### src/rtl/acq_pkg.sv
// Package: register map, field layout and timing constants of the acquisition control block
package acq_pkg;
	// Register addresses (8-bit register space)
	localparam logic [7:0] ADDR_ACQ_CFG1      = 8'h01;
	localparam logic [7:0] ADDR_ACQ_CFG5      = 8'h05;
	localparam logic [7:0] ADDR_ACQ_CTRL      = 8'h06;
	localparam logic [7:0] ADDR_ACQ_STATUS    = 8'h07;
	localparam logic [7:0] ADDR_PUMP_CFG      = 8'h08;
	localparam int         NUM_CFG_REGS       = 5;
	// Configuration field positions
	localparam int         STAGE_EN_LSB       = 0;   // cfg1[3:0]
	localparam int         CHAN_SEL_LSB       = 0;   // cfg2[4:0]
	localparam int         VOLT_SEL_BIT       = 5;   // cfg2[5]
	localparam int         RATIO_LSB          = 0;   // cfg3[2:0]
	localparam int         NCONV_LSB          = 3;   // cfg3[5:3]
	localparam int         AMP_IB_LSB         = 0;   // cfg4[1:0]
	localparam int         MOD_IB_LSB         = 2;   // cfg4[3:2]
	localparam int         START_BIT          = 0;   // ctrl[0]
	localparam int         PUMP_EN_BIT        = 2;
	localparam int         PUMP_DIV_LSB       = 0;
	localparam logic [3:0] STAGES_BYPASSED    = 4'h1;
	// Reset values
	localparam logic [7:0] CFG_RESET          = 8'h00;
	localparam logic [7:0] PUMP_CFG_RESET     = 8'h00;
	// Timing: gain-stage reset pulse length
	localparam int         STAGE_RST_NS       = 40;
	localparam int         CLK_PERIOD_NS      = 20;
	localparam int         STAGE_RST_CYC      = (STAGE_RST_NS + CLK_PERIOD_NS - 1) / CLK_PERIOD_NS;
	// Oversampling ratio codes: 8 << code, 8..1024
	localparam int         RATIO_MIN_CYC      = 8;
	localparam int         RATIO_MAX_CYC      = 1024;
	// Pump divider terminal counts for /2, /4, /16, /64
	localparam logic [5:0] DIV2_TC            = 6'h01;
	localparam logic [5:0] DIV4_TC            = 6'h03;
	localparam logic [5:0] DIV16_TC           = 6'h0f;
	localparam logic [5:0] DIV64_TC           = 6'h3f;
	// Settling sequencer states
	typedef enum logic [1:0] {
		ST_IDLE   = 2'b00,
		ST_SETTLE = 2'b01,
		ST_READY  = 2'b10
	} settle_state_t;
endpackage

### src/rtl/acq_chain_settle_and_pump_ctrl.sv
// Acquisition chain control: config registers, gain-stage reset, mux switching, settling and charge pump
//
// The strobed register port and the placing of the registers were decided locally.
`timescale 1ns/10ps
`default_nettype none
module acq_chain_settle_and_pump_ctrl
	import acq_pkg::*;
(
	// Clock and reset
	input  wire logic       i_clk,
	input  wire logic       i_nrst,
	// Register port
	input  wire logic [7:0] i_addr,
	input  wire logic [7:0] i_wdata,
	input  wire logic       i_wr,
	input  wire logic       i_rd,
	output logic      [7:0] o_rdata,
	// Analog front end control
	output logic            o_stage_rst,
	output logic      [2:0] o_stage_en,
	output logic            o_conv_en,
	output logic      [4:0] o_channel_mux_select,
	output logic            o_voltage_mux_select,
	output logic            o_input_switch,
	output logic      [1:0] o_amp_bias_current,
	output logic      [1:0] o_modulator_bias_current,
	output logic      [2:0] o_oversampling_ratio,
	output logic      [2:0] o_elementary_conversion_count,
	output logic            o_conv_start,
	output logic            o_settled,
	// Charge pump
	output logic            o_pump_en,
	output logic            o_pump_tick,
	output logic            o_pump_phase
);
	logic [7:0]    cfg_reg [NUM_CFG_REGS];
	logic [7:0]    charge_pump_config_reg;
	logic          cfg_wr;
	logic [2:0]    cfg_idx;
	logic [1:0]    rst_cnt_reg;
	logic [10:0]   settle_cnt_reg;
	logic [10:0]   osr_cycles;
	settle_state_t state_reg;
	logic          early_start_reg;
	logic          mux_changed;
	logic          bypassed;
	logic          bypass_next;
	logic          start_wr;
	logic [10:0]   low_cnt_reg;

	assign cfg_wr  = i_wr && i_addr >= ADDR_ACQ_CFG1 && i_addr <= ADDR_ACQ_CFG5;
	assign cfg_idx = 3'(i_addr - ADDR_ACQ_CFG1);

	// Configuration registers, one per generate entry
	genvar g;
	generate
		for (g = 0; g < NUM_CFG_REGS; g++) begin : g_cfg
			always_ff @(posedge i_clk or negedge i_nrst) begin
				if (!i_nrst) begin
					cfg_reg[g] <= CFG_RESET;
				end else if (cfg_wr && cfg_idx == 3'(g)) begin
					cfg_reg[g] <= i_wdata;
				end
			end
		end
	endgenerate

	// Pump config, cleared on reset so the pump starts disabled
	always_ff @(posedge i_clk or negedge i_nrst) begin
		if (!i_nrst) begin
			charge_pump_config_reg <= PUMP_CFG_RESET;
		end else if (i_wr && i_addr == ADDR_PUMP_CFG) begin
			charge_pump_config_reg <= {5'h00, i_wdata[2:0]};
		end
	end

	// Field decode
	assign bypassed                      = cfg_reg[0][3:0] == STAGES_BYPASSED;
	assign o_conv_en                     = cfg_reg[0][STAGE_EN_LSB];
	assign o_stage_en                    = bypassed ? 3'h0 : cfg_reg[0][3:1];
	assign o_channel_mux_select          = cfg_reg[1][CHAN_SEL_LSB +: 5];
	assign o_voltage_mux_select          = cfg_reg[1][VOLT_SEL_BIT];
	assign o_oversampling_ratio          = cfg_reg[2][RATIO_LSB +: 3];
	assign o_elementary_conversion_count = cfg_reg[2][NCONV_LSB +: 3];
	assign o_amp_bias_current            = cfg_reg[3][AMP_IB_LSB +: 2];
	assign o_modulator_bias_current      = cfg_reg[3][MOD_IB_LSB +: 2];
	assign o_pump_en                     = charge_pump_config_reg[PUMP_EN_BIT];
	assign osr_cycles                    = 11'(RATIO_MIN_CYC) << o_oversampling_ratio;

	// Mux change detect: only a real change switches the input
	assign mux_changed = cfg_wr && cfg_idx == 3'd1 &&
		i_wdata[5:0] != cfg_reg[1][5:0];

	// Gain-stage reset pulse after any config write
	always_ff @(posedge i_clk or negedge i_nrst) begin
		if (!i_nrst) begin
			rst_cnt_reg <= 2'h0;
		end else if (cfg_wr) begin
			rst_cnt_reg <= 2'(STAGE_RST_CYC);
		end else if (rst_cnt_reg != 2'h0) begin
			rst_cnt_reg <= rst_cnt_reg - 2'h1;
		end
	end
	assign o_stage_rst = rst_cnt_reg != 2'h0;

	// Input switch strobe
	always_ff @(posedge i_clk or negedge i_nrst) begin
		if (!i_nrst) begin
			o_input_switch <= 1'b0;
		end else begin
			o_input_switch <= mux_changed;
		end
	end

	// Settling tracker: counts the ratio wait so software can see when start is safe
	always_ff @(posedge i_clk or negedge i_nrst) begin
		if (!i_nrst) begin
			state_reg      <= ST_IDLE;
			settle_cnt_reg <= 11'h000;
		end else begin
			case (state_reg)
				ST_IDLE, ST_READY: begin
					if (cfg_wr) begin
						state_reg      <= ST_SETTLE;
						settle_cnt_reg <= 11'h000;
					end
				end
				ST_SETTLE: begin
					if (cfg_wr) begin
						settle_cnt_reg <= 11'h000;
					end else if (settle_cnt_reg + 11'h001 >= osr_cycles) begin
						state_reg <= ST_READY;
					end else begin
						settle_cnt_reg <= settle_cnt_reg + 11'h001;
					end
				end
				default: state_reg <= ST_IDLE;
			endcase
		end
	end
	// Bypassed chain needs no settling
	assign o_settled = state_reg != ST_SETTLE || bypassed;

	// Start write decode, shared by the strobe and its check
	assign start_wr = i_wr && i_addr == ADDR_ACQ_CTRL && i_wdata[START_BIT];

	// Start strobe; early starts are flagged, not blocked, since waiting is software's duty
	always_ff @(posedge i_clk or negedge i_nrst) begin
		if (!i_nrst) begin
			o_conv_start    <= 1'b0;
			early_start_reg <= 1'b0;
		end else begin
			o_conv_start <= start_wr;
			if (start_wr && !o_settled) begin
				early_start_reg <= 1'b1;
			end else if (i_rd && i_addr == ADDR_ACQ_STATUS) begin
				early_start_reg <= 1'b0;
			end
		end
	end

	// Read data, one cycle after the strobe; unmapped reads return zero
	always_ff @(posedge i_clk or negedge i_nrst) begin
		if (!i_nrst) begin
			o_rdata <= 8'h00;
		end else if (i_rd) begin
			if (i_addr >= ADDR_ACQ_CFG1 && i_addr <= ADDR_ACQ_CFG5) begin
				o_rdata <= cfg_reg[cfg_idx];
			end else if (i_addr == ADDR_ACQ_STATUS) begin
				o_rdata <= {5'h00, early_start_reg, o_stage_rst, o_settled};
			end else if (i_addr == ADDR_PUMP_CFG) begin
				o_rdata <= charge_pump_config_reg;
			end else begin
				o_rdata <= 8'h00;
			end
		end else begin
			o_rdata <= 8'h00;
		end
	end

	// Charge pump clock
	pump_clk_div u_div (
		.i_clk        (i_clk),
		.i_nrst       (i_nrst),
		.i_enable     (o_pump_en),
		.i_div_sel    (charge_pump_config_reg[PUMP_DIV_LSB +: 2]),
		.o_pump_tick  (o_pump_tick),
		.o_pump_phase (o_pump_phase)
	);

	// Assertions, all on the system clock and quiet while reset is held
	// Stage bypass as it stands once the current write has landed
	assign bypass_next = (cfg_wr && cfg_idx == 3'd0) ? (i_wdata[3:0] == STAGES_BYPASSED) : bypassed;

	// Cycles that settled has stayed low since the last config write; a stuck wait shows here
	always_ff @(posedge i_clk or negedge i_nrst) begin
		if (!i_nrst) begin
			low_cnt_reg <= 11'h000;
		end else if (cfg_wr || o_settled) begin
			low_cnt_reg <= 11'h000;
		end else begin
			low_cnt_reg <= low_cnt_reg + 11'h001;
		end
	end

	// Any config write raises the gain-stage reset on the next cycle
	a_stage_reset_write: assert property (@(posedge i_clk) disable iff (!i_nrst)
		cfg_wr |=> o_stage_rst)
		else $error("stage reset missing after config write");

	// Reset pulse lasts the two-cycle count when no further write follows
	a_stage_reset_len: assert property (@(posedge i_clk) disable iff (!i_nrst)
		cfg_wr ##1 (!cfg_wr) [*2] |-> o_stage_rst ##1 !o_stage_rst)
		else $error("stage reset length wrong");

	// A real mux change switches the input one cycle later
	a_input_switch_pulse: assert property (@(posedge i_clk) disable iff (!i_nrst)
		mux_changed |=> o_input_switch)
		else $error("input switch missing");

	// No switch strobe without a mux change just before it
	a_input_switch_cause: assert property (@(posedge i_clk) disable iff (!i_nrst)
		o_input_switch |-> $past(mux_changed))
		else $error("input switch without mux change");

	// A config write that leaves stages in use opens the wait
	a_settle_starts: assert property (@(posedge i_clk) disable iff (!i_nrst)
		cfg_wr && !bypass_next |=> !o_settled)
		else $error("settling wait not started");

	// Shortest ratio: low for exactly eight cycles when nothing else is written
	a_settle_wait_len: assert property (@(posedge i_clk) disable iff (!i_nrst)
		(cfg_wr && !bypass_next && cfg_idx != 3'd2 && cfg_reg[2][RATIO_LSB +: 3] == 3'h0)
			##1 (!cfg_wr) [*8] |-> !o_settled ##1 o_settled)
		else $error("settling wait not eight cycles");

	// The wait never outlasts the programmed ratio
	a_settle_wait_end: assert property (@(posedge i_clk) disable iff (!i_nrst)
		low_cnt_reg <= osr_cycles)
		else $error("settling wait too long");

	// Bypassed chain is always ready to start
	a_bypass_settled: assert property (@(posedge i_clk) disable iff (!i_nrst)
		bypassed |-> o_settled)
		else $error("bypassed chain not settled");

	// Bypass leaves only the converter on
	a_bypass_stages_off: assert property (@(posedge i_clk) disable iff (!i_nrst)
		bypassed |-> o_stage_en == 3'h0 && o_conv_en)
		else $error("bypass left stages on");

	// A start during the wait is recorded for software
	a_early_start_flag: assert property (@(posedge i_clk) disable iff (!i_nrst)
		start_wr && !o_settled |=> early_start_reg)
		else $error("early start not flagged");

	// Start strobe only follows a start write
	a_start_cause: assert property (@(posedge i_clk) disable iff (!i_nrst)
		o_conv_start |-> $past(start_wr))
		else $error("start strobe without start write");

	// Disabled pump never ticks
	a_pump_stops: assert property (@(posedge i_clk) disable iff (!i_nrst)
		!o_pump_en |=> !o_pump_tick)
		else $error("pump ticked while disabled");

	// Disabled pump parks its phase low
	a_pump_phase_idle: assert property (@(posedge i_clk) disable iff (!i_nrst)
		!o_pump_en |=> !o_pump_phase)
		else $error("pump phase not parked");

	// Divide by two ticks every other cycle while the setting holds
	a_pump_div2_rate: assert property (@(posedge i_clk) disable iff (!i_nrst)
		(o_pump_tick && o_pump_en && charge_pump_config_reg[1:0] == 2'b00 && $stable(charge_pump_config_reg))
		##1 $stable(charge_pump_config_reg) |=> o_pump_tick)
		else $error("divide by two rate wrong");

	// Slower divisions never tick on two cycles in a row
	a_pump_tick_gap: assert property (@(posedge i_clk) disable iff (!i_nrst)
		o_pump_tick && charge_pump_config_reg[1:0] != 2'b00 && $stable(charge_pump_config_reg) |=> !o_pump_tick)
		else $error("pump ticks too close");

	// Pump comes out of reset disabled and silent
	a_reset_pump_off: assert property (@(posedge i_clk)
		$rose(i_nrst) |-> charge_pump_config_reg == PUMP_CFG_RESET && !o_pump_en && !o_pump_tick)
		else $error("pump config not cleared");

	// Main scenarios
	c_bypass_start: cover property (@(posedge i_clk) disable iff (!i_nrst) bypassed && o_conv_start);
	c_settled_start: cover property (@(posedge i_clk) disable iff (!i_nrst) $rose(o_settled) ##[1:20] o_conv_start);
	c_pump_div64: cover property (@(posedge i_clk) disable iff (!i_nrst)
		o_pump_tick && charge_pump_config_reg[1:0] == 2'b11);
	c_input_switch: cover property (@(posedge i_clk) disable iff (!i_nrst) o_input_switch);
	c_early_start: cover property (@(posedge i_clk) disable iff (!i_nrst) early_start_reg);
endmodule
`default_nettype wire

### src/rtl/pump_clk_div.sv
// Charge pump clock divider: enable pulses at 1/2, 1/4, 1/16 or 1/64 of the system clock
`timescale 1ns/10ps
`default_nettype none
module pump_clk_div
	import acq_pkg::*;
(
	// Clock and reset
	input  wire logic       i_clk,
	input  wire logic       i_nrst,
	// Control
	input  wire logic       i_enable,
	input  wire logic [1:0] i_div_sel,
	// Pump drive
	output logic            o_pump_tick,
	output logic            o_pump_phase
);
	logic [5:0] cnt_reg;
	logic [5:0] tc;

	// Terminal count per division select
	always_comb begin
		case (i_div_sel)
			2'b00:   tc = DIV2_TC;
			2'b01:   tc = DIV4_TC;
			2'b10:   tc = DIV16_TC;
			default: tc = DIV64_TC;
		endcase
	end

	// Counter clears to zero while disabled so the pump stops cleanly
	always_ff @(posedge i_clk or negedge i_nrst) begin
		if (!i_nrst) begin
			cnt_reg <= 6'h00;
		end else if (!i_enable || cnt_reg >= tc) begin
			cnt_reg <= 6'h00;
		end else begin
			cnt_reg <= cnt_reg + 6'h01;
		end
	end

	// Tick and phase toggle
	always_ff @(posedge i_clk or negedge i_nrst) begin
		if (!i_nrst) begin
			o_pump_tick  <= 1'b0;
			o_pump_phase <= 1'b0;
		end else begin
			o_pump_tick <= i_enable && (cnt_reg >= tc);
			if (!i_enable) begin
				o_pump_phase <= 1'b0;
			end else if (cnt_reg >= tc) begin
				o_pump_phase <= ~o_pump_phase;
			end
		end
	end
endmodule
`default_nettype wire

### config.mk
export PLATFORM = sky130hd
export DESIGN_NAME = acq_chain_settle_and_pump_ctrl
export DESIGN_NICKNAME = d
export VERILOG_FILES = /design/src/rtl/acq_pkg.sv /design/src/rtl/acq_chain_settle_and_pump_ctrl.sv /design/src/rtl/pump_clk_div.sv
export SDC_FILE = /design/constraint.sdc
export NUM_CORES = 1
export LEC_CHECK = 0
export ABC_CLOCK_PERIOD_IN_PS = 2450
export BUFFER_PORTS_ARGS = -buffer_cell sky130_fd_sc_hd__buf_4
export CAP_MARGIN = 10
export CORE_AREA = 2 2 88 111
export CTS_CLUSTER_DIAMETER = 60
export DETAILED_ROUTE_END_ITERATION = 6
export DIE_AREA = 0 0 90 113
export HOLD_SLACK_MARGIN = 0.08
export PLACE_DENSITY = 0.82
export SYNTH_ARGS = -nofsm -noshare
export SYNTH_HDL_FRONTEND = slang
export SYNTH_SLANG_ARGS = --single-unit
### constraint.sdc
create_clock -name i_clk -period 2.45 [get_ports i_clk]
set_input_delay 0.1225 -clock i_clk [delete_from_list [all_inputs] [get_ports i_clk]]
set_output_delay 0.1225 -clock i_clk [all_outputs]
set_load 0.02 [all_outputs]
==> impl_metrics.tcl <==
set metrics [dict create \
    dr.first_iter.drc_count 243 \
    tightest_slew_ns 0.961 \
    setup_violations 11 \
    synth_area_mm2 0.00446 \
    slew_headroom_pct 35.9 \
    cp.required_ns 2.66 \
    ys_types 49 \
    cts_root_buf "clkbuf_16" \
    end_kind "flip-flop" \
    cts_sinks 77 \
    ys_seq_area_share_pct 43.2 \
    grt_pass1_wl_um 17200 \
    arrival_ns 2.77 \
    syn-instance-count 380 \
    dieArea_mm2 0.0102 \
    crit_fanout 7 \
    avgViaCountPerCell 5.79 \
    antenna_found_initial 0 \
    die_w_um 90 \
    peakVddDrop_uv 487 \
    leakagePower_nw 2.85 \
    largest_register_ffs 23 \
    dp_hpwl_um 6870 \
    startpoint_type "flip-flop" \
    core.rowCount 39 \
    io_pins 55 \
    ys_dominant_reg_cell "dfrtp_1" \
    clk_pin_slew_ns 0.06 \
    core_area_mm2 0.00908 \
    clock_latency_ns 0.33 \
    wl_um 11500 \
    synth.avg_cell_area_um2 11.7 \
    area_growth_pct 30.2 \
    cts_buffers 9 \
    p_per_area_mw_per_mm2 643 \
    hold_path.class "input pin to flip-flop" \
    initial_core_util_pct 49.1 \
    rsz0062_at_grt "yes" \
    status "complete, but fails checks" \
    post-route-drc-count 0 \
    finalCritPeriodShare_pct 105 \
    synth_nets 423 \
    final_common_cell "buf_4" \
    finalSetupTns_ns -0.955 \
    layout_min_cycle_time_ns 2.56 \
    grt_pass1_vias 3415 \
    track_usage_pct 21.3 \
    fin_ws_ns -0.111 \
    finalHoldViolations 0 \
    synth_edf_count 0 \
    diodes 0 \
    finClkSkew_ns 0.00567 \
    clock_path_buffers 2 \
    most-common-layout-cells "buf_4, dfrtp_1, mux2_4" \
    cts_tree "built" \
    synth-seq-cells 77 \
    routedWlPerCell_um 19.7 \
    path_class "flip-flop to flip-flop" \
    gr-total-overflow 0 \
    gp_congestion 0.836 \
    portBuffers 54 \
    nets 499 \
    drt_pass1_iterations 5 \
    htree_num_levels 3 \
    cap_viol_max_count 0 \
    synthArstFlopShare_pct 100 \
    die_h_um 113 \
    yosys_warnings 0 \
    ant_nets 0 \
    slew_violations 0 \
    drive_above_1_share_pct 45.1 \
    place_ws_ns -0.265 \
    grt_max_degree 78 \
    violations "negative setup slack" \
    dr_total_vias 3379 \
    fmax_mhz 390 \
]
## power by group
| group | internal [mW] | switching, mW |
|---|---|---|
| clock network | 0.906 | 0.547 |
| logic | 0.377 | 0.469 |
| registers | 1.36 | 0.0708 |
| total | 2.64 | 1.09 |
## kinds of logic after synthesis
kind of cell               after synthesis  share of synthesized area [%]
AOI/OAI and AO/OA                       49                           8.42
xor gates and xnor gates                21                           4.13
adders and majority gates               23                           6.46
buffers and inverters                   48                           5.76
DFF                                     77                           43.2
muxes                                   51                           17.6
and+or+nand+nor                        111                           14.4
## final timing paths
path,start,to,slack [ns],cells after the start
worst max-delay path,settle_cnt_reg[4]$_DFFE_PN0P_,settle_cnt_reg[2]$_DFFE_PN0P_,-0.11,12
max in group asynchronous,i_nrst,settle_cnt_reg[2]$_DFFE_PN0P_,1.29,2
worst min register to register,early_start_reg$_DFFE_PN0P_,early_start_reg$_DFFE_PN0P_,0.49,1
worst min-delay path,i_wdata[3],o_channel_mux_select[3]$_DFFE_PN0P_,0.09,2
worst max register to register,settle_cnt_reg[4]$_DFFE_PN0P_,settle_cnt_reg[2]$_DFFE_PN0P_,-0.11,12
min in group asynchronous,i_nrst,o_input_switch$_DFF_PN0_,0.50,2
## cells in the mapped netlist, types with 10 or more instances
cell type / n / area, µm²
xnor2_1: 10 / 87.6
nand2_1: 33 / 124
buf_4: 15 / 113
ha_1: 23 / 288
mux2_4: 32 / 480
dfrtp_1: 77 / 1930
nand3_1: 22 / 110
inv_1: 15 / 56.3
xor2_1: 11 / 96.3
nor2_1: 16 / 60.1
clkbuf_1: 14 / 52.6
mux2_2: 11 / 124
## what timing repair did
item / 4_1_cts / 5_1_grt
buffers inserted: 6 / 12
hold buffers: 5 / 0
gates cloned: 0 / 2
resized for setup: 15 / 37
endpoints found under the hold margin: 93 / 0
setup endpoints to repair: 12 / 13
pin swaps: 5 / 20
## metal layers
layer	vias up	track usage [%]	routed length, µm
met1	1712	26.2	4540
met5	-	0	0
li1	1507	-	-
met4	0	8.72	371
met2	129	37.7	6070
met3	31	3.13	533
## stage by stage
| stage | util (%) | power [mW] | std cells | hold slack (ns) | instance area, µm² |
|---|---|---|---|---|---|
| 5_1_grt | 63.9 | 3.88 | 584 | 0.0913 | 5800 |
| 3_5_place_dp | 54.7 | 2.09 | 543 | 0.339 | 4970 |
| 4_1_cts | 60.4 | 3.58 | 570 | 0.0903 | 5480 |
| 2_1_floorplan | - | 1.85 | 380 | -0.173 | 4480 |
| 3_3_place_gp | 54.7 | 2.05 | 543 | 0.324 | 4970 |
| 6_report | 63.9 | 3.73 | 584 | 0.0930 | 5800 |
## critical path, cell delays in order (launching register included)
cell	delay (ns)
dfrtp_1	0.40
buf_6	0.12
nand4_1	0.20
nor2_2	0.22
xnor2_2	0.16
inv_1	0.08
ha_1	0.29
o21ai_1	0.07
a211o_1	0.32
nand2_4	0.13
buf_12	0.15
o41ai_4	0.06
a32o_1	0.24
## area by class of cell
cell class,count,area [µm²]
fillers,697,3280
multi-input cells,256,2550
flip-flops and latches,77,1930
repair buffers,97,786
clock buffers,9,225
well taps,123,154
clock inverters,7,104
inverters,15,56.3
(Power assumes the default switching activity.)
